<file path="config.mk">
export PLATFORM = sky130hd
export DESIGN_NAME = pxc_regs
export DESIGN_NICKNAME = d
export VERILOG_FILES = /design/src/pkg/pxc_pkg.sv /design/src/design/pxc_regs.sv
export SDC_FILE = /design/constraint.sdc
export NUM_CORES = 1
export LEC_CHECK = 0
export BUFFER_PORTS_ARGS = -buffer_cell sky130_fd_sc_hd__buf_2
export CORE_UTILIZATION = 48
export CTS_CLUSTER_DIAMETER = 100
export DETAILED_ROUTE_END_ITERATION = 10
export PLACE_DENSITY_LB_ADDON = 0.15
export SYNTH_ARGS = -nofsm -noshare
export SYNTH_HDL_FRONTEND = slang
export SYNTH_SLANG_ARGS = --single-unit
export TNS_END_PERCENT = 5
</file>
<file path="constraint.sdc">
create_clock -name core_clk -period 1.37 [get_ports core_clk]
set_clock_uncertainty 0.05 [all_clocks]
set_input_delay 0 -clock core_clk [delete_from_list [all_inputs] [get_ports core_clk]]
set_output_delay 0 -clock core_clk [all_outputs]
set_load 0.1 [all_outputs]
</file>
<file path="src/pkg/pxc_pkg.sv">
`default_nettype none
package pxc_pkg;

   // ------------------------------------------------------------
   // Register map (extended page locations)
   // ------------------------------------------------------------
   localparam logic [4:0]  PXC_ADDR_CTRL4    = 5'h17;
   localparam logic [4:0]  PXC_ADDR_RSVD_LO  = 5'h18;
   localparam logic [4:0]  PXC_ADDR_RSVD_HI  = 5'h1A;
   localparam logic [4:0]  PXC_ADDR_CTRL5    = 5'h1B;
   localparam logic [4:0]  PXC_ADDR_SKEW     = 5'h1C;
   localparam logic [4:0]  PXC_ADDR_IRQ_STAT = 5'h1F;
   localparam logic [4:0]  PXC_ADDR_IRQ_MASK = 5'h10;

   // ------------------------------------------------------------
   // Field positions
   // ------------------------------------------------------------
   localparam int PXC_C4_ADDR_LSB   = 11;
   localparam int PXC_C4_PDEN_BIT   = 10;
   localparam int PXC_C4_PDST_LSB   = 8;
   localparam int PXC_C4_CRC_LSB    = 0;
   localparam int PXC_C5_MDIX_BIT   = 15;
   localparam int PXC_C5_CRS_LSB    = 12;
   localparam int PXC_C5_EEP_BIT    = 11;
   localparam int PXC_C5_FELB_BIT   = 10;
   localparam int PXC_C5_BPRP_BIT   = 9;
   localparam int PXC_C5_A100_LSB   = 6;
   localparam int PXC_C5_A1G_LSB    = 3;
   localparam int PXC_C5_EDGE_LSB   = 0;
   localparam int PXC_SK_TX_LSB     = 14;
   localparam int PXC_SK_RX_LSB     = 12;
   localparam int PXC_SK_JUMBO_LSB  = 10;
   localparam int PXC_SK_NOPRE_BIT  = 9;

   // ------------------------------------------------------------
   // Reset values, counter limit and reserved amplitude code
   // ------------------------------------------------------------
   localparam logic       PXC_RST_MDIX_DIS = 1'h1;
   localparam logic [1:0] PXC_RST_CRS_SEL  = 2'h0;
   localparam logic [2:0] PXC_RST_AMP100   = 3'h6;
   localparam logic [2:0] PXC_RST_AMP1G    = 3'h0;
   localparam logic [2:0] PXC_RST_EDGE     = 3'h7;
   localparam logic [1:0] PXC_RST_JUMBO    = 2'h0;
   localparam logic [7:0] PXC_CRC_MAX      = 8'hFF;
   localparam logic [2:0] PXC_AMP_RSVD     = 3'h3;

   // Interrupt status bit positions
   localparam int PXC_IRQ_CRC_SAT   = 0;
   localparam int PXC_IRQ_PD_FOUND  = 1;
   localparam int PXC_IRQ_EEPROM    = 2;
   localparam int PXC_IRQ_W         = 3;

   typedef enum logic [1:0] {
      PXC_PD_SEARCH  = 2'b00,
      PXC_PD_POWER   = 2'b01,
      PXC_PD_NOPOWER = 2'b10,
      PXC_PD_RSVD    = 2'b11
   } pxc_pd_type;

   typedef enum logic [1:0] {
      PXC_ST_RUN   = 2'b00,
      PXC_ST_SWRST = 2'b01
   } pxc_state_type;

   // Trim and mode settings handed to the analog and datapath logic
   typedef struct packed {
      logic       mdix_forced_dis;
      logic       far_end_loop;
      logic       backplane_low_pwr;
      logic [2:0] amp_100;
      logic [2:0] amp_1000;
      logic [2:0] edge_1000;
      logic [1:0] tx_skew;
      logic [1:0] rx_skew;
      logic [1:0] jumbo_sel;
      logic       no_preamble;
      logic       pd_detect_en;
   } pxc_cfg_type;

endpackage
`default_nettype wire

</file>
<file path="src/design/pxc_regs.sv">
// Chosen here: the address-and-strobe port.
`default_nettype none
// Notes on behaviour
// Station address read-only, captured from straps at reset, writes ignored.
// Detection status: 00 searching, 01 needs power, 10 no power, 11 reserved.
// Software ignores detection status unless detection enable is set.
// Eight-bit CRC error counter saturates at FF, cleared by read, restarts.
// Locations after control-4 (three) are reserved, no function.
// Sticky crossover-disable bit for forced 10/100; default one.
// Half duplex: selector 00/01 carrier = rx_dv|tx_en, 10/11 rx_dv.
// Full duplex: selector 00/10 carrier = rx_dv, 01/11 zero.
// Read-only flag set when configuration EEPROM is detected.
// Sticky backplane reduced-power enable, default zero.
// Sticky 100M amplitude selector, default 110, 011 reserved.
// Sticky 1000M amplitude selector, default 000, 011 reserved.
// Sticky 1000M edge-rate selector, default 111.
// Sticky TX and RX skew selectors, defaults from straps.
// Sticky max packet length selector, default 00.
// Sticky 10M no-preamble bit: one accepts frames without preamble.
// Sticky fields survive software reset, return to default on hardware reset.
// Reserved bits and locations read zero and ignore writes.
module pxc_regs
   import pxc_pkg::*;
#(
   parameter int ADDR_W = 5,
   parameter int DATA_W = 16
) (
   input  wire logic              core_clk,
   input  wire logic              rst_b,
   input  wire logic              soft_rst,
   input  wire logic [4:0]        config_strap_pins,
   input  wire logic [1:0]        strap_tx_skew,
   input  wire logic [1:0]        strap_rx_skew,
   input  wire logic [ADDR_W-1:0] reg_addr,
   input  wire logic [DATA_W-1:0] reg_wdata,
   input  wire logic              reg_wr,
   input  wire logic              reg_rd,
   output logic      [DATA_W-1:0] reg_rdata,
   input  wire logic              crc_err_pulse,
   input  wire logic [1:0]        pd_status_in,
   input  wire logic              eeprom_detected,
   input  wire logic              full_duplex,
   input  wire logic              rx_dv,
   input  wire logic              tx_en,
   output logic                   carrier_sense,
   output logic                   rx_preamble_required,
   output pxc_cfg_type            cfg,
   output logic                   irq
);

   // ------------------------------------------------------------
   // Input synchronisers (straps and pin-derived levels)
   // ------------------------------------------------------------
   logic [4:0] strap_s1_r, strap_s2_r;
   logic [3:0] skew_s1_r, skew_s2_r;
   logic [1:0] pd_s1_r, pd_s2_r;
   logic       eep_s1_r, eep_s2_r;
   logic       srst_s1_r, srst_s2_r;

   always_ff @(posedge core_clk or negedge rst_b) begin
      if (!rst_b) begin
         strap_s1_r <= 5'h00;
         strap_s2_r <= 5'h00;
         skew_s1_r  <= 4'h0;
         skew_s2_r  <= 4'h0;
         pd_s1_r    <= 2'h0;
         pd_s2_r    <= 2'h0;
         eep_s1_r   <= 1'h0;
         eep_s2_r   <= 1'h0;
         srst_s1_r  <= 1'h0;
         srst_s2_r  <= 1'h0;
      end else begin
         strap_s1_r <= config_strap_pins;
         strap_s2_r <= strap_s1_r;
         skew_s1_r  <= {strap_tx_skew, strap_rx_skew};
         skew_s2_r  <= skew_s1_r;
         pd_s1_r    <= pd_status_in;
         pd_s2_r    <= pd_s1_r;
         eep_s1_r   <= eeprom_detected;
         eep_s2_r   <= eep_s1_r;
         srst_s1_r  <= soft_rst;
         srst_s2_r  <= srst_s1_r;
      end
   end

   // ------------------------------------------------------------
   // Register state
   // ------------------------------------------------------------
   pxc_state_type          state_r, state_nxt;
   logic                   caught_r, caught_nxt;
   logic [1:0]             settle_r, settle_nxt;
   logic [4:0]             sta_addr_r, sta_addr_nxt;
   pxc_cfg_type            cfg_r, cfg_nxt;
   logic [1:0]             crs_sel_r, crs_sel_nxt;
   logic [7:0]             crc_cnt_r, crc_cnt_nxt;
   logic [PXC_IRQ_W-1:0]   irq_stat_r, irq_stat_nxt;
   logic [PXC_IRQ_W-1:0]   irq_mask_r, irq_mask_nxt;
   logic [1:0]             pd_prev_r, pd_prev_nxt;
   logic                   eep_prev_r, eep_prev_nxt;
   logic [DATA_W-1:0]      rdata_r, rdata_nxt;
   logic                   crs_r, crs_nxt;

   logic                   wr_c4, wr_c5, wr_sk, wr_ist, wr_imk, rd_c4;
   logic [DATA_W-1:0]      rd_mux;
   logic [PXC_IRQ_W-1:0]   irq_ev;

   assign wr_c4  = reg_wr && (reg_addr == PXC_ADDR_CTRL4);
   assign wr_c5  = reg_wr && (reg_addr == PXC_ADDR_CTRL5);
   assign wr_sk  = reg_wr && (reg_addr == PXC_ADDR_SKEW);
   assign wr_ist = reg_wr && (reg_addr == PXC_ADDR_IRQ_STAT);
   assign wr_imk = reg_wr && (reg_addr == PXC_ADDR_IRQ_MASK);
   assign rd_c4  = reg_rd && (reg_addr == PXC_ADDR_CTRL4);

   // ------------------------------------------------------------
   // Read multiplexer
   // ------------------------------------------------------------
   always_comb begin
      rd_mux = '0;
      case (reg_addr)
         PXC_ADDR_CTRL4: begin
            rd_mux[PXC_C4_ADDR_LSB +: 5] = sta_addr_r;
            rd_mux[PXC_C4_PDEN_BIT]      = cfg_r.pd_detect_en;
            rd_mux[PXC_C4_PDST_LSB +: 2] = pd_s2_r;
            rd_mux[PXC_C4_CRC_LSB +: 8]  = crc_cnt_r;
         end
         PXC_ADDR_CTRL5: begin
            rd_mux[PXC_C5_MDIX_BIT]      = cfg_r.mdix_forced_dis;
            rd_mux[PXC_C5_CRS_LSB +: 2]  = crs_sel_r;
            rd_mux[PXC_C5_EEP_BIT]       = eep_s2_r;
            rd_mux[PXC_C5_FELB_BIT]      = cfg_r.far_end_loop;
            rd_mux[PXC_C5_BPRP_BIT]      = cfg_r.backplane_low_pwr;
            rd_mux[PXC_C5_A100_LSB +: 3] = cfg_r.amp_100;
            rd_mux[PXC_C5_A1G_LSB +: 3]  = cfg_r.amp_1000;
            rd_mux[PXC_C5_EDGE_LSB +: 3] = cfg_r.edge_1000;
         end
         PXC_ADDR_SKEW: begin
            rd_mux[PXC_SK_TX_LSB +: 2]    = cfg_r.tx_skew;
            rd_mux[PXC_SK_RX_LSB +: 2]    = cfg_r.rx_skew;
            rd_mux[PXC_SK_JUMBO_LSB +: 2] = cfg_r.jumbo_sel;
            rd_mux[PXC_SK_NOPRE_BIT]      = cfg_r.no_preamble;
         end
         PXC_ADDR_IRQ_STAT: rd_mux[PXC_IRQ_W-1:0] = irq_stat_r;
         PXC_ADDR_IRQ_MASK: rd_mux[PXC_IRQ_W-1:0] = irq_mask_r;
         default:           rd_mux = '0;
      endcase
   end

   // ------------------------------------------------------------
   // Next-state logic
   // ------------------------------------------------------------
   always_comb begin
      state_nxt    = state_r;
      caught_nxt   = caught_r;
      settle_nxt   = {settle_r[0], 1'b1};
      sta_addr_nxt = sta_addr_r;
      cfg_nxt      = cfg_r;
      crs_sel_nxt  = crs_sel_r;
      crc_cnt_nxt  = crc_cnt_r;
      irq_mask_nxt = irq_mask_r;
      pd_prev_nxt  = pd_s2_r;
      eep_prev_nxt = eep_s2_r;
      rdata_nxt    = reg_rd ? rd_mux : '0;
      irq_ev       = '0;

      // Straps are caught once, after synchronisers have settled
      // Capturing before the chain fills would latch the reset zeros
      case (state_r)
         PXC_ST_RUN: begin
            if (!caught_r && settle_r[1]) begin
               caught_nxt   = 1'b1;
               sta_addr_nxt = strap_s2_r;
               cfg_nxt.tx_skew = skew_s2_r[3:2];
               cfg_nxt.rx_skew = skew_s2_r[1:0];
            end
            if (srst_s2_r) begin
               state_nxt = PXC_ST_SWRST;
            end
         end
         PXC_ST_SWRST: begin
            // Only non-sticky state resets here
            cfg_nxt.far_end_loop = 1'b0;
            crc_cnt_nxt          = '0;
            if (!srst_s2_r) begin
               state_nxt = PXC_ST_RUN;
            end
         end
         default: state_nxt = PXC_ST_RUN;
      endcase

      if (wr_c4) begin
         cfg_nxt.pd_detect_en = reg_wdata[PXC_C4_PDEN_BIT];
      end
      if (wr_c5) begin
         cfg_nxt.mdix_forced_dis   = reg_wdata[PXC_C5_MDIX_BIT];
         crs_sel_nxt               = reg_wdata[PXC_C5_CRS_LSB +: 2];
         cfg_nxt.far_end_loop      = reg_wdata[PXC_C5_FELB_BIT];
         cfg_nxt.backplane_low_pwr = reg_wdata[PXC_C5_BPRP_BIT];
         cfg_nxt.amp_100           = reg_wdata[PXC_C5_A100_LSB +: 3];
         cfg_nxt.amp_1000          = reg_wdata[PXC_C5_A1G_LSB +: 3];
         cfg_nxt.edge_1000         = reg_wdata[PXC_C5_EDGE_LSB +: 3];
      end
      if (wr_sk) begin
         cfg_nxt.tx_skew     = reg_wdata[PXC_SK_TX_LSB +: 2];
         cfg_nxt.rx_skew     = reg_wdata[PXC_SK_RX_LSB +: 2];
         cfg_nxt.jumbo_sel   = reg_wdata[PXC_SK_JUMBO_LSB +: 2];
         cfg_nxt.no_preamble = reg_wdata[PXC_SK_NOPRE_BIT];
      end
      if (wr_imk) begin
         irq_mask_nxt = reg_wdata[PXC_IRQ_W-1:0];
      end

      // Read clears first; an error in the same cycle counts from zero
      if (rd_c4) begin
         crc_cnt_nxt = '0;
      end
      if (crc_err_pulse && (crc_cnt_nxt != PXC_CRC_MAX)) begin
         crc_cnt_nxt = crc_cnt_nxt + 8'h01;
         irq_ev[PXC_IRQ_CRC_SAT] = (crc_cnt_nxt == PXC_CRC_MAX);
      end

      // Found events only count while detection is enabled
      irq_ev[PXC_IRQ_PD_FOUND] = cfg_r.pd_detect_en && (pd_s2_r != pd_prev_r) &&
                                 ((pd_s2_r == PXC_PD_POWER) || (pd_s2_r == PXC_PD_NOPOWER));
      irq_ev[PXC_IRQ_EEPROM]   = eep_s2_r && !eep_prev_r;

      // Set wins over write-one-to-clear
      irq_stat_nxt = irq_stat_r;
      if (wr_ist) begin
         irq_stat_nxt = irq_stat_nxt & ~reg_wdata[PXC_IRQ_W-1:0];
      end
      irq_stat_nxt = irq_stat_nxt | irq_ev;

      // Carrier sense selection
      if (!full_duplex) begin
         crs_nxt = crs_sel_r[1] ? rx_dv : (rx_dv | tx_en);
      end else begin
         crs_nxt = crs_sel_r[0] ? 1'b0 : rx_dv;
      end
   end

   // ------------------------------------------------------------
   // State registers
   // ------------------------------------------------------------
   always_ff @(posedge core_clk or negedge rst_b) begin
      if (!rst_b) begin
         state_r    <= PXC_ST_RUN;
         caught_r   <= 1'b0;
         settle_r   <= 2'h0;
         sta_addr_r <= 5'h00;
         cfg_r      <= '{mdix_forced_dis:   PXC_RST_MDIX_DIS,
                         far_end_loop:      1'b0,
                         backplane_low_pwr: 1'b0,
                         amp_100:           PXC_RST_AMP100,
                         amp_1000:          PXC_RST_AMP1G,
                         edge_1000:         PXC_RST_EDGE,
                         tx_skew:           2'h0,
                         rx_skew:           2'h0,
                         jumbo_sel:         PXC_RST_JUMBO,
                         no_preamble:       1'b0,
                         pd_detect_en:      1'b0};
         crs_sel_r  <= PXC_RST_CRS_SEL;
         crc_cnt_r  <= 8'h00;
         irq_stat_r <= '0;
         irq_mask_r <= '0;
         pd_prev_r  <= 2'h0;
         eep_prev_r <= 1'b0;
         rdata_r    <= '0;
         crs_r      <= 1'b0;
      end else begin
         state_r    <= state_nxt;
         caught_r   <= caught_nxt;
         settle_r   <= settle_nxt;
         sta_addr_r <= sta_addr_nxt;
         cfg_r      <= cfg_nxt;
         crs_sel_r  <= crs_sel_nxt;
         crc_cnt_r  <= crc_cnt_nxt;
         irq_stat_r <= irq_stat_nxt;
         irq_mask_r <= irq_mask_nxt;
         pd_prev_r  <= pd_prev_nxt;
         eep_prev_r <= eep_prev_nxt;
         rdata_r    <= rdata_nxt;
         crs_r      <= crs_nxt;
      end
   end

   assign reg_rdata            = rdata_r;
   assign cfg                  = cfg_r;
   assign carrier_sense        = crs_r;
   assign rx_preamble_required = !cfg_r.no_preamble;
   assign irq                  = |(irq_stat_r & irq_mask_r);

endmodule
`default_nettype wire

</file>
==> results of run 1 <==
registers in the layout, summed over array words and instances, names as in the netlist, 2 cells and up:
signal,count
irq_mask_r,3
reg_rdata,16
skew_s2_r,4
sta_addr_r,5
settle_r,2
skew_s1_r,4
pd_s1_r,2
crs_sel_r,2
pd_prev_nxt,2
cfg,20
strap_s2_r,5
irq_stat_r,3
strap_s1_r,5
crc_cnt_r,8
pd_prev_r,2
per-layer routing:
metal	wire length, um	global-route usage (%)
met1	3310	27.9
met2	3740	36.7
met3	434	5.62
met4	77	9.09
met5	0	0
logic make-up after synthesis:
group,count (synthesis)
XOR/XNOR,1
AO/OA/AOI/OAI,41
multiplexers,33
buffers and inverters,16
flip-flops,91
other,1
AND/OR/NAND/NOR,65
area by class of cell:
cell class	count	area, um2
tap	96	120
inverter	10	41.3
timing repair buffer	146	1060
clock buffer	10	128
multi-input combinational	141	1090
clock inverter	6	76.3
fill	508	2030
sequential	91	2290
repair_timing:
action	CTS	global route
resized for setup	11	5
buffers inserted	3	0
hold endpoints to repair	138	0
setup endpoints to repair	8	10
hold buffers	35	0
pin swaps	1	1
cells in the mapped netlist (6+ instances only):
cell type	instances	area (um2)
mux2_2	17	191
dfstp_2	6	158
inv_1	10	37.5
mux2i_1	10	100
nand2_1	18	67.6
a22o_1	8	70.1
o21ai_0	9	45.0
nor2_1	22	82.6
mux2_1	6	67.6
a222oi_1	7	70.1
dfrtp_1	85	2130
worst min path at each step:
stage / start / end / slack, ns / cells past startpoint
2_1_floorplan: rst_b / carrier_sense / -0.35 / 0
3_3_place_gp: rst_b / reg_rdata[2] / 0.03 / 2
3_5_place_dp: rst_b / reg_rdata[2] / 0.03 / 2
4_1_cts: reg_addr[4] / reg_rdata[1] / 0.005 / 3
5_1_grt: reg_addr[4] / reg_rdata[0] / 0.01 / 3
6_report: reg_addr[4] / reg_rdata[1] / 0.02 / 3
power groups by stage:
stage	combinational (uW)	clock [uW]	sequential [uW]
4_1_cts	2070	1890	3230
3_3_place_gp	1880	0	3270
2_1_floorplan	450	0	4280
3_5_place_dp	1900	0	3280
5_1_grt	2160	1990	3270
6_report	2070	1840	3220
stage by stage:
step / setup TNS, ns / hold slack (ns) / utilization (%) / setup slack, ns
after detailed placement: -0.0153 / 0.0292 / 61.1 / -0.0120
final: -0.151 / 0.0167 / 70.3 / -0.151
after global routing: -0.179 / 0.0109 / 70.3 / -0.179
after global placement: 0 / 0.0280 / 61.1 / 0.0422
after floorplan: -0.342 / -0.346 / - / -0.140
after CTS: -0.163 / 0.00492 / 70.0 / -0.163
worst register-to-register path, stage by stage, from the launching register on:
cell and delay, ns:
dfrtp_1 0.42, nor3b_2 0.20, buf_6 0.19, mux2_2 0.36
==> flow_summary.json, run 1 <==
{
  "diodes": 0,
  "drt_iter0_drc": 98,
  "syn_nets": 290,
  "drt_first_pass_iters": 4,
  "crit_end": "irq",
  "combPwrFrac_pct": 29.1,
  "path_clk_slew_ns": 0.08,
  "switchingPower_uw": 2700,
  "grt_pass1_vias": 2552,
  "p_int_uw": 4430,
  "synth-compound-area-share_pct": 9.72,
  "mostFrequentLayoutCell": "dfrtp_1",
  "swShare_pct": 37.9,
  "critical_path_depth": 3,
  "post_drt_wl_per_cell_um": 15.1,
  "p_clk_share_pct": 25.8,
  "finalSetupViolCount": 1,
  "power_density_mw_per_mm2": 1490,
  "reg2reg_to": "sta_addr_r[0]",
  "viasPerCell": 5.00,
  "die_w_um": 86.5,
  "reg2reg_depth": 3,
  "critical_path.cell_chain": "a222oi_1 > inv_1 > buf_12",
  "hold_viol_final": 0,
  "vias": 2500,
  "ioPinCount": 81,
  "ys_seq_area_share_pct": 66.7,
  "io_buffers": 80,
  "start_util_pct": 50.1,
  "synthSimpleGateAreaFrac_pct": 10.7,
  "overflow": 0,
  "die_area_mm2": 0.00748,
  "synth_area_per_cell_um2": 13.8,
  "dpl.hpwl_mm": 5.08,
  "syn_area_mm2": 0.00343,
  "muxShareOfSynthArea_pct": 10.5,
  "synth_edf_count": 0,
  "dpl.cell_count": 446,
  "r2r_start": "state_r[0]",
  "nNetsFinal": 441,
  "required_ns": 1.32,
  "cts.root.buffer_cell": "clkbuf_8",
  "peakVddDrop_mv": 1.04,
  "synth_top_family_by_area": "simple AND/OR/NAND/NOR gates",
  "grt_pass1_wl_mm": 12.2,
  "worst_pin_slew_ns": 0.605,
  "clock_latency_ns": 0.35,
  "routed_wl_mm": 7.56,
  "htree_levels": 3,
  "ys_types": 42,
  "most-common-layout-cells": "dfrtp_1, buf_2, dlygate4sd3_1, buf_4, nor2_1",
  "cp_num_buf_inv": 2,
  "grt_max_degree": 92,
  "p_leak_uw": 0.00227,
  "seqPwrFrac_pct": 45.1,
  "worstPathMaxFanout": 2,
  "synthCells": 248,
  "relSlewSlack_pct": 59.2,
  "cts.path.max_buffers": 2,
  "fin_cells": 500,
  "clock-sinks": 91,
  "ff2ff_setup_slack_ns": 0.05,
  "synth_xor_xnor_area_share_pct": 0.256,
  "fmax_ghz": 0.657,
  "slew_viol_final": 0,
  "antenna_found_initial": 0,
  "grt_usage_pct": 22.1,
  "fin_ws_ns": -0.151,
  "start_kind": "flop",
  "final_layout_size_suffix_gt1_share_pct": 41.6,
  "critPathLaunch": "irq_stat_r[1]",
  "num_rows": 30,
  "coreArea_mm2": 0.00683,
  "fin_crit_ns": 1.52,
  "drv_cap": 0,
  "stdcell_area_mm2": 0.00480,
  "hold_path_class": "input pin to flop",
  "status": "finished, violations left",
  "placed_cell_area_mm2": 0.00418,
  "cts_tree": "done",
  "ant_nets": 0,
  "violations": "setup timing",
  "globalplace.congestion": 0.826,
  "slowest_stage": "a222oi_1",
  "yosysWarnings": 0,
  "critPathTopFamily": "compound AO/OA/AOI/OAI gates",
  "area_growth_pct": 40.2,
  "cp-end-kind": "output pin",
  "rsz0062_at_grt": "yes",
  "critical_path_class": "flop to output pin",
  "numCtsBuffers": 9,
  "ys.flop_type": "dfrtp_1",
  "critPathArrivalTime_ns": 1.47,
  "finalCritPeriodShare_pct": 111,
  "drc": 0,
  "synthAdderAreaFrac_pct": 0,
  "max_stage_delay_ns": 0.41,
  "ys_seq_elements": 91,
  "report.power.total_uw": 7140,
  "die_y_um": 86.5,
  "async_reset_ff_share_pct": 100
}
(Power assumes the default switching activity.)
==> inputs of run 2 (changes only) <==
--- a/config.mk
+++ b/config.mk
@@ -6,7 +6,7 @@
 export NUM_CORES = 1
 export LEC_CHECK = 0
 export BUFFER_PORTS_ARGS = -buffer_cell sky130_fd_sc_hd__buf_2
-export CORE_UTILIZATION = 48
+export CORE_UTILIZATION = 53
 export CTS_CLUSTER_DIAMETER = 100
 export DETAILED_ROUTE_END_ITERATION = 10
 export PLACE_DENSITY_LB_ADDON = 0.15
==> constraint.sdc (replaced) <==
create_clock -name core_clk -period 1.4 [get_ports core_clk]
set_clock_uncertainty 0.05 [all_clocks]
set_input_delay 0 -clock core_clk [delete_from_list [all_inputs] [get_ports core_clk]]
set_output_delay 0 -clock core_clk [all_outputs]
set_load 0.1 [all_outputs]
==> run 2 against run 1 <==
Net effect:
- the flow still finishes with violations (setup timing)
- global-route usage up 2.2 points
- worst setup slack better by 0.15 ns
- worst hold slack better by 0.0012 ns
- register-to-register slack about the same
==> flow_summary.json, run 2 (synthesis results as in run 1) <==
{
  "finalCritPeriodShare_pct": 100,
  "slew_viol_final": 0,
  "numCtsBuffers": 9,
  "relSlewSlack_pct": 63.5,
  "hold_path_class": "input pin to flop",
  "critical_path.cell_chain": "a222oi_1 > inv_1 > buf_8",
  "mostFrequentLayoutCell": "dfrtp_1",
  "hold_viol_final": 0,
  "post_drt_wl_per_cell_um": 15.8,
  "grt_usage_pct": 24.4,
  "dpl.cell_count": 419,
  "peakVddDrop_mv": 1.70,
  "diodes": 0,
  "critPathArrivalTime_ns": 1.36,
  "required_ns": 1.35,
  "area_growth_pct": 38.3,
  "hold_path.startpoint": "reg_addr[4]",
  "rsz0062_at_grt": "yes",
  "ioPinCount": 81,
  "viasPerCell": 5.36,
  "drt_iter0_drc": 166,
  "drv_cap": 0,
  "drt_first_pass_iters": 5,
  "worstPathMaxFanout": 2,
  "ff2ff_setup_slack_ns": 0.06,
  "cp-end-kind": "output pin",
  "vias": 2536,
  "violations": "setup timing",
  "grt_pass1_vias": 2493,
  "fin_ws_ns": -0.00591,
  "fin_crit_ns": 1.41,
  "die_y_um": 82.4,
  "grt_max_degree": 27,
  "overflow": 0,
  "final_layout_size_suffix_gt1_share_pct": 41.0,
  "routed_wl_mm": 7.47,
  "start_kind": "flop",
  "final_util_pct": 78.2,
  "r2r_start": "crc_cnt_r[2]",
  "grt_pass1_wl_mm": 11.9,
  "clock_latency_ns": 0.36,
  "fin_cells": 473,
  "cts_tree": "done",
  "globalplace.congestion": 0.849,
  "coreArea_mm2": 0.00606,
  "most-common-layout-cells": "dfrtp_1, buf_2, dlygate4sd3_1, buf_4, nor2_1",
  "reg2reg_to": "crc_cnt_r[6]",
  "dpl.hpwl_mm": 5.01,
  "nNetsFinal": 435,
  "report.power.total_uw": 7030,
  "finalSetupViolCount": 1,
  "largest_register_ffs": 20,
  "fmax_ghz": 0.711,
  "reg2reg_depth": 4,
  "htree_levels": 3,
  "max_stage_delay_ns": 0.39,
  "power_density_mw_per_mm2": 1480,
  "slowest_stage": "dfrtp_1",
  "start_util_pct": 56.5,
  "die_area_mm2": 0.00679,
  "io_buffers": 80,
  "critical_path_class": "flop to output pin",
  "cts.path.max_buffers": 2,
  "antenna_found_initial": 0,
  "path_clk_slew_ns": 0.09,
  "dp_slack_ns": 0.0550,
  "status": "finished, violations left",
  "num_rows": 28,
  "clock-sinks": 91,
  "hold_end": "reg_rdata[0]",
  "worstHoldPathCells": 3,
  "worst_pin_slew_ns": 0.545,
  "die_w_um": 82.4,
  "cts.root.buffer_cell": "clkbuf_8",
  "p_leak_uw": 0.00225,
  "drc": 0,
  "ant_nets": 0
}
## run 2: critical path: cells and delay by family (launching register included)
kind / cells / cell delay, ns
AOI/OAI and AO/OA: 1 / 0.33
buffers and inverters: 2 / 0.29
DFF: 1 / 0.39
## run 2: how the worst max path moves through the flow
stage / startpoint / end / slack, ns / cells after the start
6_report: irq_mask_r[1] / irq / -0.006 / 3
4_1_cts: irq_stat_r[0] / irq / -0.03 / 3
3_5_place_dp: crc_cnt_r[7] / crc_cnt_r[1] / 0.06 / 4
2_1_floorplan: cfg[1] / cfg[1] / -0.11 / 2
5_1_grt: irq_mask_r[1] / irq / -0.08 / 3
3_3_place_gp: crc_cnt_r[7] / crc_cnt_r[1] / 0.10 / 4
## run 2: power breakdown
part           leakage [uW]  switching [uW]  total [uW]  internal [uW]
clock              0.000107             997        1870            874
sequential          0.00112             199        3150           2950
combinational       0.00102            1510        2010            502
total               0.00225            2700        7030           4330
## run 2: stage by stage
step / area, um2 / TNS, ns / hold slack, ns
5_1_grt: 4740 / -0.0799 / 0.0261
2_1_floorplan: 3430 / -0.136 / -0.346
3_3_place_gp: 4100 / 0 / -0.119
4_1_cts: 4700 / -0.0279 / 0.00163
3_5_place_dp: 4100 / 0 / -0.117
6_report: 4740 / -0.00591 / 0.0179
## run 2: final cells by class
class                   count  area, um2
clock inverters             7       93.8
flip-flops and latches     91       2290
multi-input cells         141       1090
fillers                   406       1320
repair buffers            140       1010
clock buffers               9        124
inverters                  10       41.3
well taps                  75       93.8
## run 2: timing repair
| action | in CTS | in global routing |
|---|---|---|
| cloned | 0 | 0 |
| setup endpoints to repair | 3 | 16 |
| resized for setup | 5 | 10 |
| endpoints found under the hold margin | 134 | 0 |
| hold buffers | 35 | 0 |
| buffers inserted | 2 | 1 |
## run 2: metal layers
| metal | GRT usage [%] | routed length [um] |
|---|---|---|
| met1 | 31.4 | 3220 |
| met4 | 8.60 | 121 |
| met2 | 40.2 | 3710 |
| met5 | 0 | 0 |
| met3 | 5.93 | 420 |
